**src/design/tsfd_pkg.sv**
```systemverilog
// constants for the tape synchronizer function decoder
package tsfd_pkg;
	localparam int CLK_MHZ = 50;
	// function code digits (octal, four digits)
	localparam int LEAD_POS = 9;
	localparam int MODE_POS = 6;
	localparam int OP_POS = 3;
	localparam int UNIT_POS = 0;
	localparam logic [2:0] LEAD_WORD = 3'h2;
	localparam logic [2:0] LEAD_CHAR = 3'h1;
	localparam logic [2:0] MODE_DENS = 3'h1;
	localparam logic [2:0] OP_DENSITY = 3'h0;
	localparam logic [2:0] OP_WRITE = 3'h1;
	localparam logic [2:0] OP_REVERSE = 3'h2;
	localparam logic [2:0] OP_READ = 3'h3;
	localparam logic [2:0] OP_STATUS = 3'h4;
	localparam logic [2:0] OP_UNLOAD = 3'h5;
	localparam logic [2:0] OP_LOAD = 3'h6;
	// tape characters
	localparam logic [11:0] FILE_MARK_CHAR = 12'h00F;
	localparam logic [11:0] CHECK_CHAR = 12'h00F;
	// status word fields
	localparam int STAT_BUSY = 0;
	localparam int STAT_ASSEMBLY = 1;
	localparam int STAT_DENSITY = 2;
	// times and cycle counts
	localparam int LOCKOUT_US = 25;
	localparam int LOCKOUT_CYC = LOCKOUT_US * CLK_MHZ;
	localparam int DECIDE_US = 3500;
	localparam int DECIDE_CYC = DECIDE_US * CLK_MHZ;
	localparam int FM_GAP_US = 40000;
	localparam int FM_GAP_CYC = FM_GAP_US * CLK_MHZ;
	localparam int FIFO_DEPTH = 8;
	localparam int WORD_W = 12;
	localparam int TIMER_W = 24;
endpackage

```
**src/design/tsfd_decoder.sv**
```systemverilog
// function code decoder for the magnetic tape synchronizer
// Overview of operation
// - A write code starts forward motion and each host output word is sent to the write circuits with a sprocket.
// - A write code with no output word lets six inches of tape pass, then writes the file mark and a check character.
// - A reverse code followed by an input request runs reverse and stops at the next record gap.
// - A reverse code with no input request runs to the file mark gap only and frees the decoder at once.
// - A read code followed by an input request runs forward and passes tape data to the host.
// - A read code with no input request searches forward for the file mark gap and frees the decoder at once.
// - A status code opens the status path, whose word shows busy during rewind or search.
// - The rewind-unload code commands fast reverse off the reel and frees the decoder at once.
// - The rewind-load code commands fast reverse to the load point and frees the decoder at once.
// - The handler whose switch equals the lowest code digit is selected.
// - A leading 2 sets the word assembly flag, a leading 1 clears it, and other leading digits leave it unchanged.
// - Leading digits 21 pick high density and 11 pick low density.
// - The lockout flag blocks selection until 25 us after the end-of-record circuit is enabled.
`timescale 1ns/1ns
`default_nettype none
module tsfd_decoder #(
	parameter int NUM_UNITS = 8,
	parameter int DECIDE_CYC = tsfd_pkg::DECIDE_CYC,
	parameter int FM_GAP_CYC = tsfd_pkg::FM_GAP_CYC
) (
	input wire logic clock,
	input wire logic reset,
	input wire logic [11:0] func_code,
	input wire logic func_valid,
	output logic func_ready,
	input wire logic [11:0] out_word,
	input wire logic out_valid,
	output logic out_ready,
	input wire logic in_req,
	output logic [11:0] in_data,
	output logic in_valid,
	output logic status_path_en,
	input wire logic [NUM_UNITS*3-1:0] unit_switch,
	output logic [NUM_UNITS-1:0] unit_sel,
	output logic fwd_motion,
	output logic rev_motion,
	output logic fast_rewind,
	output logic unload_cmd,
	output logic stop_record_gap,
	output logic file_mark_gap_only,
	output logic write_enable,
	input wire logic write_ready,
	output logic sprocket,
	output logic [11:0] write_data,
	input wire logic [11:0] tape_data,
	input wire logic tape_valid,
	input wire logic eor_sensed,
	input wire logic motion_done,
	output logic word_assembly_flag,
	output logic density_high,
	output logic function_lockout_flag
);
	typedef enum logic [3:0] {
		ST_IDLE = 4'h0, ST_DECIDE = 4'h1, ST_WRITE = 4'h3, ST_READ = 4'h2,
		ST_BACK = 4'h6, ST_EOR = 4'h7, ST_FMGAP = 4'h5, ST_FMCHR = 4'h4,
		ST_FMCHK = 4'hC, ST_STATUS = 4'hD
	} tsfd_state_t;

	tsfd_state_t state_r, state_nxt;
	logic [2:0] op_r, op_nxt, unit_r, unit_nxt;
	logic [tsfd_pkg::TIMER_W-1:0] timer_r, timer_nxt;
	logic lock_r, lock_nxt, asm_r, asm_nxt, dens_r, dens_nxt, busy_r, busy_nxt;
	logic fwd_r, fwd_nxt, rev_r, rev_nxt, fast_r, fast_nxt, unl_r, unl_nxt;
	logic gap_r, gap_nxt, fmo_r, fmo_nxt, wen_r, wen_nxt, spr_r, spr_nxt;
	logic sel_r, sel_nxt, ival_r, ival_nxt, stat_r, stat_nxt;
	logic [11:0] wdat_r, wdat_nxt, idat_r, idat_nxt;
	logic accept, fifo_valid, fifo_pop, fifo_in_ready, timer_zero;
	logic [11:0] fifo_data;
	logic [2:0] lead, op_in;
	logic [11:0] status_word;

	assign func_ready = (state_r == ST_IDLE) && !lock_r;
	assign accept = func_valid && func_ready;
	assign lead = func_code[tsfd_pkg::LEAD_POS +: 3];
	assign op_in = func_code[tsfd_pkg::OP_POS +: 3];
	assign timer_zero = timer_r == '0;
	assign out_ready = fifo_in_ready && (state_r == ST_DECIDE || state_r == ST_WRITE);
	assign fifo_pop = (state_r == ST_WRITE) && write_ready;

	always_comb begin
		status_word = '0;
		status_word[tsfd_pkg::STAT_BUSY] = busy_r;
		status_word[tsfd_pkg::STAT_ASSEMBLY] = asm_r;
		status_word[tsfd_pkg::STAT_DENSITY] = dens_r;
	end

	tsfd_fifo #(.WIDTH(tsfd_pkg::WORD_W), .DEPTH(tsfd_pkg::FIFO_DEPTH)) u_fifo (
		.clock(clock),
		.reset(reset),
		.in_valid(out_valid && out_ready),
		.in_ready(fifo_in_ready),
		.in_data(out_word),
		.out_valid(fifo_valid),
		.out_ready(fifo_pop),
		.out_data(fifo_data)
	);

	genvar gi;
	generate
		for (gi = 0; gi < NUM_UNITS; gi++) begin : g_unit
			assign unit_sel[gi] = sel_r && (unit_switch[gi*3 +: 3] == unit_r);
		end
	endgenerate

	always_comb begin
		state_nxt = state_r;
		op_nxt = op_r;
		unit_nxt = unit_r;
		timer_nxt = timer_zero ? timer_r : timer_r - 1'b1;
		lock_nxt = lock_r;
		asm_nxt = asm_r;
		dens_nxt = dens_r;
		busy_nxt = motion_done ? 1'b0 : busy_r;
		fwd_nxt = fwd_r;
		rev_nxt = rev_r;
		fast_nxt = fast_r;
		unl_nxt = unl_r;
		gap_nxt = gap_r;
		fmo_nxt = fmo_r;
		wen_nxt = wen_r;
		spr_nxt = 1'b0;
		sel_nxt = sel_r;
		ival_nxt = 1'b0;
		stat_nxt = stat_r;
		wdat_nxt = wdat_r;
		idat_nxt = idat_r;
		case (state_r)
			ST_IDLE: begin
				if (accept) begin
					op_nxt = op_in;
					unit_nxt = func_code[tsfd_pkg::UNIT_POS +: 3];
					sel_nxt = 1'b1;
					if (lead == tsfd_pkg::LEAD_WORD) begin
						asm_nxt = 1'b1;
					end else if (lead == tsfd_pkg::LEAD_CHAR) begin
						asm_nxt = 1'b0;
					end
					if (op_in != tsfd_pkg::OP_DENSITY && op_in != tsfd_pkg::OP_STATUS) begin
						fwd_nxt = 1'b0;
						rev_nxt = 1'b0;
						fast_nxt = 1'b0;
						unl_nxt = 1'b0;
						gap_nxt = 1'b0;
						fmo_nxt = 1'b0;
						wen_nxt = 1'b0;
					end
					if (op_in == tsfd_pkg::OP_DENSITY) begin
						if (func_code[tsfd_pkg::MODE_POS +: 3] == tsfd_pkg::MODE_DENS) begin
							dens_nxt = lead == tsfd_pkg::LEAD_WORD;
						end
					end else if (op_in == tsfd_pkg::OP_WRITE || op_in == tsfd_pkg::OP_READ) begin
						fwd_nxt = 1'b1;
						wen_nxt = op_in == tsfd_pkg::OP_WRITE;
						lock_nxt = 1'b1;
						timer_nxt = tsfd_pkg::TIMER_W'(DECIDE_CYC);
						state_nxt = ST_DECIDE;
					end else if (op_in == tsfd_pkg::OP_REVERSE) begin
						rev_nxt = 1'b1;
						lock_nxt = 1'b1;
						timer_nxt = tsfd_pkg::TIMER_W'(DECIDE_CYC);
						state_nxt = ST_DECIDE;
					end else if (op_in == tsfd_pkg::OP_STATUS) begin
						stat_nxt = 1'b1;
						state_nxt = ST_STATUS;
					end else if (op_in == tsfd_pkg::OP_UNLOAD || op_in == tsfd_pkg::OP_LOAD) begin
						rev_nxt = 1'b1;
						fast_nxt = 1'b1;
						unl_nxt = op_in == tsfd_pkg::OP_UNLOAD;
						busy_nxt = 1'b1;
					end
				end
			end
			ST_DECIDE: begin
				if (op_r == tsfd_pkg::OP_WRITE && fifo_valid) begin
					state_nxt = ST_WRITE;
				end else if (op_r == tsfd_pkg::OP_REVERSE && in_req) begin
					gap_nxt = 1'b1;
					state_nxt = ST_BACK;
				end else if (op_r == tsfd_pkg::OP_READ && in_req) begin
					state_nxt = ST_READ;
				end else if (timer_zero) begin
					if (op_r == tsfd_pkg::OP_WRITE) begin
						timer_nxt = tsfd_pkg::TIMER_W'(FM_GAP_CYC);
						state_nxt = ST_FMGAP;
					end else begin
						fmo_nxt = 1'b1;
						busy_nxt = 1'b1;
						lock_nxt = 1'b0;
						sel_nxt = 1'b0;
						state_nxt = ST_IDLE;
					end
				end
			end
			ST_WRITE: begin
				if (fifo_valid && write_ready) begin
					spr_nxt = 1'b1;
					wdat_nxt = fifo_data;
				end
				if (eor_sensed) begin
					fwd_nxt = 1'b0;
					wen_nxt = 1'b0;
					timer_nxt = tsfd_pkg::TIMER_W'(tsfd_pkg::LOCKOUT_CYC);
					state_nxt = ST_EOR;
				end
			end
			ST_FMGAP: begin
				if (timer_zero) begin
					state_nxt = ST_FMCHR;
				end
			end
			ST_FMCHR: begin
				spr_nxt = 1'b1;
				wdat_nxt = tsfd_pkg::FILE_MARK_CHAR;
				state_nxt = ST_FMCHK;
			end
			ST_FMCHK: begin
				spr_nxt = 1'b1;
				wdat_nxt = tsfd_pkg::CHECK_CHAR;
				fwd_nxt = 1'b0;
				wen_nxt = 1'b0;
				timer_nxt = tsfd_pkg::TIMER_W'(tsfd_pkg::LOCKOUT_CYC);
				state_nxt = ST_EOR;
			end
			ST_READ, ST_BACK: begin
				if (state_r == ST_READ && tape_valid) begin
					ival_nxt = 1'b1;
					idat_nxt = tape_data;
				end
				if (eor_sensed) begin
					fwd_nxt = 1'b0;
					rev_nxt = 1'b0;
					gap_nxt = 1'b0;
					timer_nxt = tsfd_pkg::TIMER_W'(tsfd_pkg::LOCKOUT_CYC);
					state_nxt = ST_EOR;
				end
			end
			ST_EOR: begin
				if (timer_zero) begin
					lock_nxt = 1'b0;
					sel_nxt = 1'b0;
					state_nxt = ST_IDLE;
				end
			end
			ST_STATUS: begin
				if (in_req) begin
					ival_nxt = 1'b1;
					idat_nxt = status_word;
					stat_nxt = 1'b0;
					sel_nxt = 1'b0;
					state_nxt = ST_IDLE;
				end
			end
			default: begin
				state_nxt = ST_IDLE;
			end
		endcase
	end

	always_ff @(posedge clock) begin
		if (reset) begin
			state_r <= ST_IDLE;
			op_r <= '0;
			unit_r <= '0;
			timer_r <= '0;
			{lock_r, asm_r, dens_r, busy_r, fwd_r, rev_r, fast_r, unl_r} <= '0;
			{gap_r, fmo_r, wen_r, spr_r, sel_r, ival_r, stat_r} <= '0;
			wdat_r <= '0;
			idat_r <= '0;
		end else begin
			state_r <= state_nxt;
			op_r <= op_nxt;
			unit_r <= unit_nxt;
			timer_r <= timer_nxt;
			{lock_r, asm_r, dens_r, busy_r} <= {lock_nxt, asm_nxt, dens_nxt, busy_nxt};
			{fwd_r, rev_r, fast_r, unl_r} <= {fwd_nxt, rev_nxt, fast_nxt, unl_nxt};
			{gap_r, fmo_r, wen_r, spr_r} <= {gap_nxt, fmo_nxt, wen_nxt, spr_nxt};
			{sel_r, ival_r, stat_r} <= {sel_nxt, ival_nxt, stat_nxt};
			wdat_r <= wdat_nxt;
			idat_r <= idat_nxt;
		end
	end

	assign in_data = idat_r;
	assign in_valid = ival_r;
	assign status_path_en = stat_r;
	assign fwd_motion = fwd_r;
	assign rev_motion = rev_r;
	assign fast_rewind = fast_r;
	assign unload_cmd = unl_r;
	assign stop_record_gap = gap_r;
	assign file_mark_gap_only = fmo_r;
	assign write_enable = wen_r;
	assign sprocket = spr_r;
	assign write_data = wdat_r;
	assign word_assembly_flag = asm_r;
	assign density_high = dens_r;
	assign function_lockout_flag = lock_r;
endmodule
`default_nettype wire

```
**src/design/tsfd_fifo.sv**
```systemverilog
// output word fifo between host and write circuits
`timescale 1ns/1ns
`default_nettype none
module tsfd_fifo #(
	parameter int WIDTH = 12,
	parameter int DEPTH = 8
) (
	input wire logic clock,
	input wire logic reset,
	input wire logic in_valid,
	output logic in_ready,
	input wire logic [WIDTH-1:0] in_data,
	output logic out_valid,
	input wire logic out_ready,
	output logic [WIDTH-1:0] out_data
);
	localparam int AW = $clog2(DEPTH);
	logic [WIDTH-1:0] mem [DEPTH];
	logic [AW:0] wptr_r, wptr_nxt, rptr_r, rptr_nxt;
	logic push, pop;

	assign in_ready = (wptr_r - rptr_r) != (AW+1)'(DEPTH);
	assign out_valid = wptr_r != rptr_r;
	assign out_data = mem[rptr_r[AW-1:0]];
	assign push = in_valid && in_ready;
	assign pop = out_valid && out_ready;

	always_comb begin
		wptr_nxt = push ? wptr_r + 1'b1 : wptr_r;
		rptr_nxt = pop ? rptr_r + 1'b1 : rptr_r;
	end

	always_ff @(posedge clock) begin
		if (reset) begin
			wptr_r <= '0;
			rptr_r <= '0;
		end else begin
			wptr_r <= wptr_nxt;
			rptr_r <= rptr_nxt;
		end
		if (push) begin
			mem[wptr_r[AW-1:0]] <= in_data;
		end
	end
endmodule
`default_nettype wire

```
**config.mk**
```make
export PLATFORM = sky130hd
export DESIGN_NAME = tsfd_decoder
export DESIGN_NICKNAME = d
export VERILOG_FILES = /design/src/design/tsfd_pkg.sv /design/src/design/tsfd_decoder.sv /design/src/design/tsfd_fifo.sv
export SDC_FILE = /design/constraint.sdc
export NUM_CORES = 1
export LEC_CHECK = 0
export ABC_AREA = 1
export BUFFER_PORTS_ARGS = -buffer_cell sky130_fd_sc_hd__buf_2
export CAP_MARGIN = 20
export CORE_UTILIZATION = 50
export CTS_CLUSTER_SIZE = 24
export DETAILED_ROUTE_END_ITERATION = 10
export PLACE_DENSITY = 0.71
export SLEW_MARGIN = 20
export SYNTH_ARGS = -nofsm -noshare
export SYNTH_HDL_FRONTEND = slang
export SYNTH_SLANG_ARGS = --single-unit
```
**constraint.sdc**
```tcl
create_clock -name clock -period 3 [get_ports clock]
set_input_delay 0.15 -clock clock [delete_from_list [all_inputs] [get_ports clock]]
set_output_delay 0.15 -clock clock [all_outputs]
set_load 0.02 [all_outputs]
```
Yosys cells after proc, flatten, opt, wreduce, memory -nomap -nowiden:

Memory sizes are Yosys's and may differ from the RTL's. A register that Yosys moved wholly into a read port is not among the register bits.
Index checks and enable logic that the tools add are counted.

* $add $sub $neg: 4
* equal/unequal tests: 55
* mux-type cells: 118
* reduce and logical (&&, ||, !) cells: 57

Operator list (number)
* $mux 24: 11
* $pmux 24 s4: 1
* $mux 1: 73
* $mux 4: 13
* $pmux 12 s2: 2
* $mux 12: 3
* $pmux 4 s8: 1
* $ne 2x2->1 const B: 15
* $eq 3x3->1: 8
* $logic_not 24->1: 1
* $sub 24x1->24 const B: 1
* $logic_and 1x1->1: 21
* $eq 4x3->1 const B: 4
* $reduce_and 8->1: 2
* $eq 3x2->1 const B: 5
* $reduce_and 3->1: 5
* $reduce_bool 3->1: 5
* $eq 3x1->1 const B: 4
* $pmux 1 s2: 6
* $pmux 1 s3: 4
* $reduce_bool 2->1: 6
* $ne 2x1->1 const B: 5
* $reduce_and 10->1: 1
* $eq 3x3->1 const B: 3
* 25 further kinds: 34

* bits in registers: 81
* RAM bits: 96
* input bits: 69
* output and inout bits: 47
* memories kept: 1

Memory list
* u_fifo.mem: words 8, width 12, read ports 1, clocked after Yosys merged registers in 1, wr ports 1, line tsfd_fifo.sv:18 `logic [WIDTH-1:0] mem [DEPTH];`

Depth between registers and ports, before layout:

Gate-level depths: netlist (run 1).

* depth after elaboration: 10
* gate-level depth with buffers: 13
* depth with buffers taken out: 13

Hierarchy:

Synthesis (run 1) repeated with hierarchy kept, for this count alone.

* cell total of the unflattened synthesis: 1006
* area, all modules: 8652.0 µm²

Modules (own cells, without submodules)
* tsfd_fifo: instances 1, cells each 372, area each 4400.5 µm², sequential area each 3103.0 µm²
* tsfd_decoder: instances 1, cells each 634, area each 4251.6 µm², sequential area each 1461.4 µm²

Worst setup path after synthesis (run 1):

No wires, ideal clock.

* path type: register -> register
* start point: register u_fifo.wptr_r[0]
* end point: memory u_fifo.mem[0][0] (enable)
* library setup time: 396 ps
* arrival: 2338 ps
* data required time: 2604 ps
* slack: 266 ps
* cell stages (with the launch flop): 13
* path buffers: 1
* clock period less this slack: 2734 ps
* path through: dfxtp_1 -> inv_1 -> ha_1 -> inv_1 -> nand2_1 -> nand2_1 -> nand2_1 -> nand2_1 -> nand2_1 -> nand3_1 -> nand3_1 -> buf_4 -> nor3_1

* longest elaborated chain between the ends: 7

RTL lines
* from (decl): line tsfd_fifo.sv:19 `logic [AW:0] wptr_r, wptr_nxt, rptr_r, rptr_nxt;`
* from (signal assigned): line tsfd_fifo.sv:38 `wptr_r <= wptr_nxt;`
* $sub 4x4->4: line tsfd_fifo.sv:22 `assign in_ready = (wptr_r - rptr_r) != (AW+1)'(DEPTH);`
* $ne 4x4->1: line tsfd_fifo.sv:22
* $logic_and 1x1->1: line tsfd_decoder.sv:79 `assign out_ready = fifo_in_ready && (state_r == ST_DECIDE || state_r == ST_WRITE);`
* $logic_and 1x1->1: line tsfd_decoder.sv:92 `.in_valid(out_valid && out_ready),`
* $logic_and 1x1->1: line tsfd_fifo.sv:25 `assign push = in_valid && in_ready;`
* $mux 1: line tsfd_fifo.sv:41 `if (push) begin`
* $mux 1 (implied by the code): line tsfd_fifo.sv:42 `mem[wptr_r[AW-1:0]] <= in_data;`
* to (decl): line tsfd_fifo.sv:18

Parallel ways exist; a longest one is shown, timed or not.

Final worst setup path (run 1):

* start point: register u_fifo.wptr_r[0]
* end point: output port out_ready

* longest elaborated chain between the ends: 3

RTL lines
* $sub 4x4->4: line tsfd_fifo.sv:22
* $ne 4x4->1: line tsfd_fifo.sv:22
* $logic_and 1x1->1: line tsfd_decoder.sv:79
* to (decl): line tsfd_decoder.sv:30 `output logic out_ready,`

Every way passes these cells.

==> results.md, run 1 <==
- Outcome: finished clean
- Fin crit share: 0.8195
- Total CTS buffers: 17
- CTS max path bufs: 2
- Die height: 132.7 um
- Startpoint of the worst hold path: motion_done
- I/O Buffers: about 120
- Initial antenna violation count: 0
- 1st-pass router iterations: 5
- Layout cells sized above 1: 0.2155
- Sequential share of the synthesized area: 0.5342
- Post-Syn Instances: around 950
- Total Nets Final: 1158
- Die X-Extent: between 100 and 150 um
- Core area: between 0.015 and 0.02 sq mm
- Starting Density: 0.5134
- Critical path startpoint category: flop
- Most frequent cells in the layout: nand2_1 (200), buf_2 (115), nor2_1 (99)
- Pin count of the biggest net entering global routing: between 40 and 50
- Number of synthesized flops with an enable pin: 96
- Worst-path clk slew: 0.06 ns
- Hold Path End: busy_r$_SDFF_PP0_
- Initial DRC count: between 600 and 700
- Critical Path AT: 2.31 ns
- Worst Path Required: 2.85 ns
- Row count: 47
- Detailed-route via count: roughly 7000
- Setup tns final: 0 ns
- ANT cells: 0
- Fmax: between 400 and 500 MHz
- Synthesized cell area: around 0.0085 sq mm
- Worst R2R Start: u_fifo.wptr_r[0]$_SDFFE_PP0P_
- RSZ-0062 raised after global routing: false
- Design Area, Final: between 0.01 and 0.015 sq mm
- CTS tree: done
- Worst-case reg-to-reg path depth: 13
- Reg-to-reg slack, setup: ~0.58 ns
- Post-layout min period: around 2.5 ns
- Clk sinks: 180
- Via-to-Cell Ratio: approximately 5.3
- Hold Path Depth: 4
- Grt ovf: 0
- Final HPWL DP: between 10000 and 15000 um
- Worst Max-Slew Pin Slew: between 1 and 1.5 ns
- Final antenna-violating net count: 0
- Top FF cell, synth: edfxtp_1
- DIE AREA: ~0.018 sq mm
- Final hold vios: 0
- CP Max Fanout: 7
- Fin Hold WS: 0.02322 ns
- Root buffer cell: clkbuf_16
- Leakage: 4.143 nW
- Final setup vio count: 0
- H-tree depth: 4
- Post-synthesis async set-or-reset flop share: 0
- Area delta synth->final: 18.41%
- Total GRT Usage: 0.2452
- First-pass GRT wire length: roughly 33000 um
- Hold WC Path Type: in2reg
- Most common cell after layout, fill and taps aside: nand2_1
- Cell Pwr Density: about 840 mW/mm^2
- Placed cell areas: approximately 0.0094 sq mm
- Mapped Avg Cell Area: roughly 9 sq um
- Crit Path Class: reg2out
- Clock latency on the worst-skew pair: 0.43 ns
- Reg-to-reg endpoint: u_fifo.mem[6][5]$_DFFE_PP_
- Pins over their slew limit: 0
- Max_cap viols: 0
- VDD IR max: 0.0005562 V
- Placer Congestion: between 0.9 and 1
- Setup crit end kind: output pin
- Yosys warns: 0
- Wire length per cell: 15.93 um
- DRC: 0
- Vias in the first global route: approximately 6500
- Slew headroom: 0.2945
- Netlist cell types: 46
- Post_cts resized: 0
- Flops & latches, synth: 180
- Clk_skew: 0.009586 ns
- WL final: roughly 21000 um
- Synth Net Count: 1029
- Io pins: roughly 120
[metrics by stage]
step	instances	total power, mW	util	setup WS, ns
after detailed placement	1268	6.234	0.5626	0.6274
after global routing	1315	9.028	0.6079	0.3143
final	1315	8.504	0.6079	0.5414
after global placement	1268	6.214	0.5626	0.6482
after CTS	1315	8.486	0.6079	0.5283
after floorplan	953	5.536	-	0.2658
[cells by family (layout without fill, tap and decap cells)]
family,after synthesis,in the layout,share of synthesized area
simple gates,437,437,0.2355
mux,24,24,0.02812
buf+inv,108,250,0.05198
flops,180,180,0.5342
xor+xnor,24,24,0.02548
fa+ha+maj,7,7,0.01025
compound gates,173,173,0.1145
[synth_stat cells (2+ instances only)]
| cell | count | share of area |
|---|---|---|
| a2111oi_0 | 8 | 0.0082 |
| dfxtp_1 | 84 | 0.20 |
| nand2_2 | 12 | 0.0088 |
| o211ai_1 | 4 | 0.0035 |
| inv_4 | 2 | 0.0015 |
| nand3b_1 | 4 | 0.0035 |
| buf_2 | 6 | 0.0035 |
| nand4_1 | 13 | 0.0095 |
| inv_2 | 15 | 0.0066 |
| a31oi_1 | 10 | 0.0073 |
| a21oi_1 | 56 | 0.033 |
| nand3_4 | 3 | 0.0062 |
| nand2_1 | 200 | 0.088 |
| a21oi_2 | 2 | 0.0021 |
| xor2_1 | 19 | 0.019 |
| nor3_1 | 14 | 0.0082 |
| a211oi_1 | 2 | 0.0018 |
| nand3_1 | 54 | 0.032 |
| buf_1 | 4 | 0.0018 |
| nand3_2 | 2 | 0.0023 |
| buf_4 | 5 | 0.0044 |
| and3_1 | 3 | 0.0022 |
| nor2_1 | 99 | 0.043 |
| or2_2 | 2 | 0.0015 |
| mux2i_1 | 24 | 0.028 |
| edfxtp_1 | 96 | 0.34 |
| nor2_2 | 18 | 0.013 |
| o22ai_1 | 24 | 0.018 |
| clkbuf_1 | 16 | 0.0070 |
| nand2_4 | 3 | 0.0040 |
| inv_1 | 58 | 0.025 |
| ha_1 | 7 | 0.010 |
| xnor2_1 | 4 | 0.0041 |
| nor2_4 | 6 | 0.0079 |
| o21ai_0 | 63 | 0.037 |
[report_power, final]
group / internal (mW) / total, mW / switching (mW)
logic: 1.06 / 3.11 / 2.05
registers: 2.87 / 3.15 / 0.278
clock network: 1.29 / 2.25 / 0.963
total: 5.21 / 8.50 / 3.29
[critical path, cell delays in order, from the launching register on]
cell	delay [ns]
dfxtp_1	0.50
inv_1	0.22
ha_1	0.23
inv_1	0.05
nand2_1	0.05
nand2_1	0.05
nand2_1	0.08
nand2_1	0.07
nand2_1	0.04
nand3_1	0.14
nand2_1	0.07
nor2_1	0.18
buf_2	0.20
[flip-flops by register name (all words and copies together), names as in the netlist, 3 cells and up, named ones only]
register       cells
state_r            4
unit_r             3
u_fifo.wptr_r      4
timer_r           24
write_data        12
op_r               3
u_fifo.mem        96
u_fifo.rptr_r      4
in_data           12
[metal layers]
layer  share of wire  GRT usage  wire length, um
met5               0          0                0
met4           0.016    0.08621              330
met3           0.070    0.04406             1477
met2            0.45     0.3711             9362
met1            0.47     0.3532             9781
[layout make-up]
cell class | count | area, sq um
fill | 1390 | 6525
timing repair buffer | 142 | 815.8
tap | 220 | 275.3
multi-input combinational | 665 | 3566
clock buffer | 20 | 456.7
clock inverter | 12 | 147.6
inverter | 76 | 290.3
sequential | 180 | 4566
[timing repair]
action | CTS | global route
hold buffers | 15 | 0
endpoints found under the hold margin | 15 | 0
setup buffers | 0 | 0
[how the worst max path moves through the flow]
| stage | start | slack [ns] | endpoint |
|---|---|---|---|
| after global routing | u_fifo.wptr_r[0]$_SDFFE_PP0P_ | 0.31 | out_ready |
| after global placement | u_fifo.wptr_r[0]$_SDFFE_PP0P_ | 0.65 | u_fifo.mem[6][6]$_DFFE_PP_ |
| final | u_fifo.wptr_r[0]$_SDFFE_PP0P_ | 0.54 | out_ready |
| after floorplan | u_fifo.wptr_r[0]$_SDFFE_PP0P_ | 0.27 | u_fifo.mem[0][0]$_DFFE_PP_ |
| after detailed placement | u_fifo.wptr_r[0]$_SDFFE_PP0P_ | 0.63 | u_fifo.mem[6][6]$_DFFE_PP_ |
| after CTS | u_fifo.wptr_r[0]$_SDFFE_PP0P_ | 0.53 | out_ready |
Note: power is estimated with default switching activity, not from simulation.
==> run 2: changes to the inputs <==
--- a/config.mk
+++ b/config.mk
@@ -5,7 +5,7 @@
 export SDC_FILE = /design/constraint.sdc
 export NUM_CORES = 1
 export LEC_CHECK = 0
-export ABC_AREA = 1
+export ABC_AREA = 0
 export BUFFER_PORTS_ARGS = -buffer_cell sky130_fd_sc_hd__buf_2
 export CAP_MARGIN = 20
 export CORE_UTILIZATION = 50
==> constraint.sdc (replaced) <==
create_clock -name clock -period 2.4 [get_ports clock]
set_input_delay 0.12 -clock clock [delete_from_list [all_inputs] [get_ports clock]]
set_output_delay 0.12 -clock clock [all_outputs]
set_load 0.02 [all_outputs]
==> run 2 against run 1 <==
Effect of this change: final cell count fell by 15%; wire length rose by 0.62%; worst hold slack got worse by 0.0059 ns; area after synthesis fell by 5.4%.
==> results.md, run 2 <==
- Outcome: finished clean
- Final antenna-violating net count: 0
- Most common cell in the netlist: edfxtp_1
- Crit path capture: timer_r[18]$_SDFF_PP0_
- Crit path launch: timer_r[10]$_SDFF_PP0_
- Via-to-Cell Ratio: just under 6
- Fmax: 423.6 MHz
- DRC: 0
- Final setup vio count: 0
- Max_cap viols: 0
- Pin count of the biggest net entering global routing: 41
- Slew headroom: 0.5050
- Setup crit end kind: flop
- WL final: ~21000 um
- Netlist cell types: 67
- Area delta synth->final: 29.63%
- Clock latency on the worst-skew pair: about 0.44 ns
- Row count: 46
- Initial antenna violation count: 0
- Post-synthesis async set-or-reset flop share: 0
- Post-Syn Instances: a little over 700
- Worst Path Required: roughly 2.8 ns
- Root buffer cell: clkbuf_16
- Top FF cell, synth: edfxtp_1
- Crit Path Class: reg2reg
- Total CTS buffers: 17
- Total power: a little under 10 mW
- Synthesized cell area: about 0.0081 sq mm
- Die height: roughly 130 um
- Critical path startpoint category: flop
- Worst Max-Slew Pin Slew: 0.7328 ns
- Total GRT Usage: 0.2634
- Hold WC Path Type: in2reg
- First-pass GRT wire length: around 33000 um
- Final hold vios: 0
- Clk_skew: ~0.013 ns
- Yosys warns: 0
- CP Max Fanout: 5
- RSZ-0062 raised after global routing: false
- I/O Buffers: ~120
- Most frequent cells in the layout: buf_2 (115), edfxtp_1 (96), dfxtp_1 (79)
- H-tree depth: 4
- Leakage: a little under 4 nW
- Die X-Extent: 129.2 um
- DIE AREA: 0.01668 sq mm
- Io pins: 116
- Synth top area cells: edfxtp_1 (36%), dfxtp_1 (21%), mux4_2 (6.7%)
- Cell taking the most area after synthesis: edfxtp_1
- Core area: 0.01583 sq mm
- Starting Density: 0.5108
- Flops & latches, synth: 180
- Detailed-route via count: 6589
- CTS tree: done
- ANT cells: 0
- Synth Net Count: roughly 800
- Pins over their slew limit: 0
- Total Nets Final: 971
- Number of synthesized flops with an enable pin: between 90 and 100
- VDD IR max: ~0.00073 V
- Grt ovf: 0
- Startpoint of the worst hold path: func_code[3]
- Worst-case reg-to-reg path depth: 5
- Final cell count without fillers: roughly 1100
- Post-layout min period: 2.361 ns
- Max reg flops: between 90 and 100
- Synth cell count leaders: edfxtp_1 (96), dfxtp_1 (84), nand2_1 (51)
- 1st-pass router iterations: 6
- Fin crit share: 0.9837
- Vias in the first global route: ~6600
- Mapped Avg Cell Area: roughly 11 sq um
- Reg-to-reg slack, setup: approximately 0.039 ns
- Worst R2R Start: timer_r[10]$_SDFF_PP0_
- Sequential share of the synthesized area: 0.5645
- Dpl cells: roughly 1100
- Layout cells sized above 1: 0.3106
- Placer Congestion: just over 0.9
- Cell Pwr Density: 946.0 mW/mm^2
- Critical Path AT: 2.71 ns
- Initial DRC count: between 400 and 500
- CTS max path bufs: 2
- Area share of the largest cell type after synthesis: 0.3565
- Reg-to-reg endpoint: timer_r[18]$_SDFF_PP0_
- Final HPWL DP: around 14000 um
- Wire length per cell: between 15 and 20 um
- Most common cell after layout, fill and taps aside: buf_2
- Clk sinks: 180
- Worst-path clk slew: 0.06 ns
[run 2: cell count changes in the layout (fill, tap and decap cells not counted), moves of 14 or more]
cell / change
mux4_2: +24
inv_1: -46
nor2_1: -53
nor3_1: +22
buf_4: +53
nand2_1: -150
inv_2: -14
nand3_1: -28
o22ai_1: -24
o21ai_0: -45
nor2_2: -18
[run 2: stage by stage]
stage | TNS, ns | util | hold slack [ns] | setup slack, ns | instance area, sq um
2_1_floorplan | -2.667 | - | 0.2189 | -0.09372 | 8243
3_3_place_gp | -0.7282 | 0.5960 | 0.3720 | -0.04032 | 9433
3_5_place_dp | -9.218 | 0.5960 | 0.3789 | -0.1495 | 9433
4_1_cts | 0 | 0.6566 | 0.002728 | 0.004968 | 10390
5_1_grt | 0 | 0.6622 | 0.03017 | 0.005169 | 10480
6_report | 0 | 0.6622 | 0.01732 | 0.03913 | 10480
[run 2: worst min-delay path by stage]
stage                                             to  slack, ns  cells past startpoint
after floorplan           u_fifo.mem[0][0]$_DFFE_PP_       0.22                      0
after global placement        unit_r[0]$_SDFFE_PP0P_       0.37                      3
after detailed placement      unit_r[0]$_SDFFE_PP0P_       0.38                      3
after CTS                    unload_cmd$_SDFFE_PP0P_      0.003                      3
after global routing            op_r[1]$_SDFFE_PP0P_       0.03                      3
final                        unload_cmd$_SDFFE_PP0P_       0.02                      3
[run 2: per-layer routing]
layer,routed length [um],GRT usage
met5,0,0
met4,521,0.1121
met3,1376,0.06482
met2,10400,0.4466
met1,8778,0.3211
[run 2: where the power goes]
| part | switching [mW] | internal, mW | total, mW |
|---|---|---|---|
| sequential | 0.318 | 3.56 | 3.88 |
| clock | 1.20 | 1.44 | 2.64 |
| combinational | 1.90 | 1.50 | 3.39 |
[run 2: timing repair]
action                                 in CTS  in global routing
resized for setup                           6                 11
gates cloned                                0                  1
hold buffers                               26                  0
endpoints found under the hold margin     109                  0
setup endpoints to repair                  76                 36
setup buffers                               7                  1
pin swaps                                   8                  7
[run 2: logic make-up (layout without fill, tap and decap cells)]
kind of cell             count (synthesis)  in the layout  share of synthesized area
multiplexers                            45             45                    0.09316
XOR/XNOR                                38             38                    0.04116
AO/OA/AOI/OAI                          139            139                     0.1114
adder cells (fa/ha/maj)                  7              7                    0.01083
AND/OR/NAND/NOR                        238            238                     0.1510
buffers and inverters                   59            261                    0.02785
flip-flops                             180            180                     0.5645
[run 2: final cells by class]
class                   count  area [sq um]
clock buffers              18         429.2
clock inverters            14         126.4
fillers                  1152          5346
inverters                  15         60.06
multi-input cells         467          3533
flip-flops and latches    180          4573
well taps                 216         270.3
repair buffers            214          1489
[run 2: worst max-delay path, stage by stage, from the launching register on]
cell	delay, ns
dfxtp_1	0.34
or4_4	0.55
or4_4	0.57
or3_4	0.34
or3_1	0.32
a31oi_1	0.16
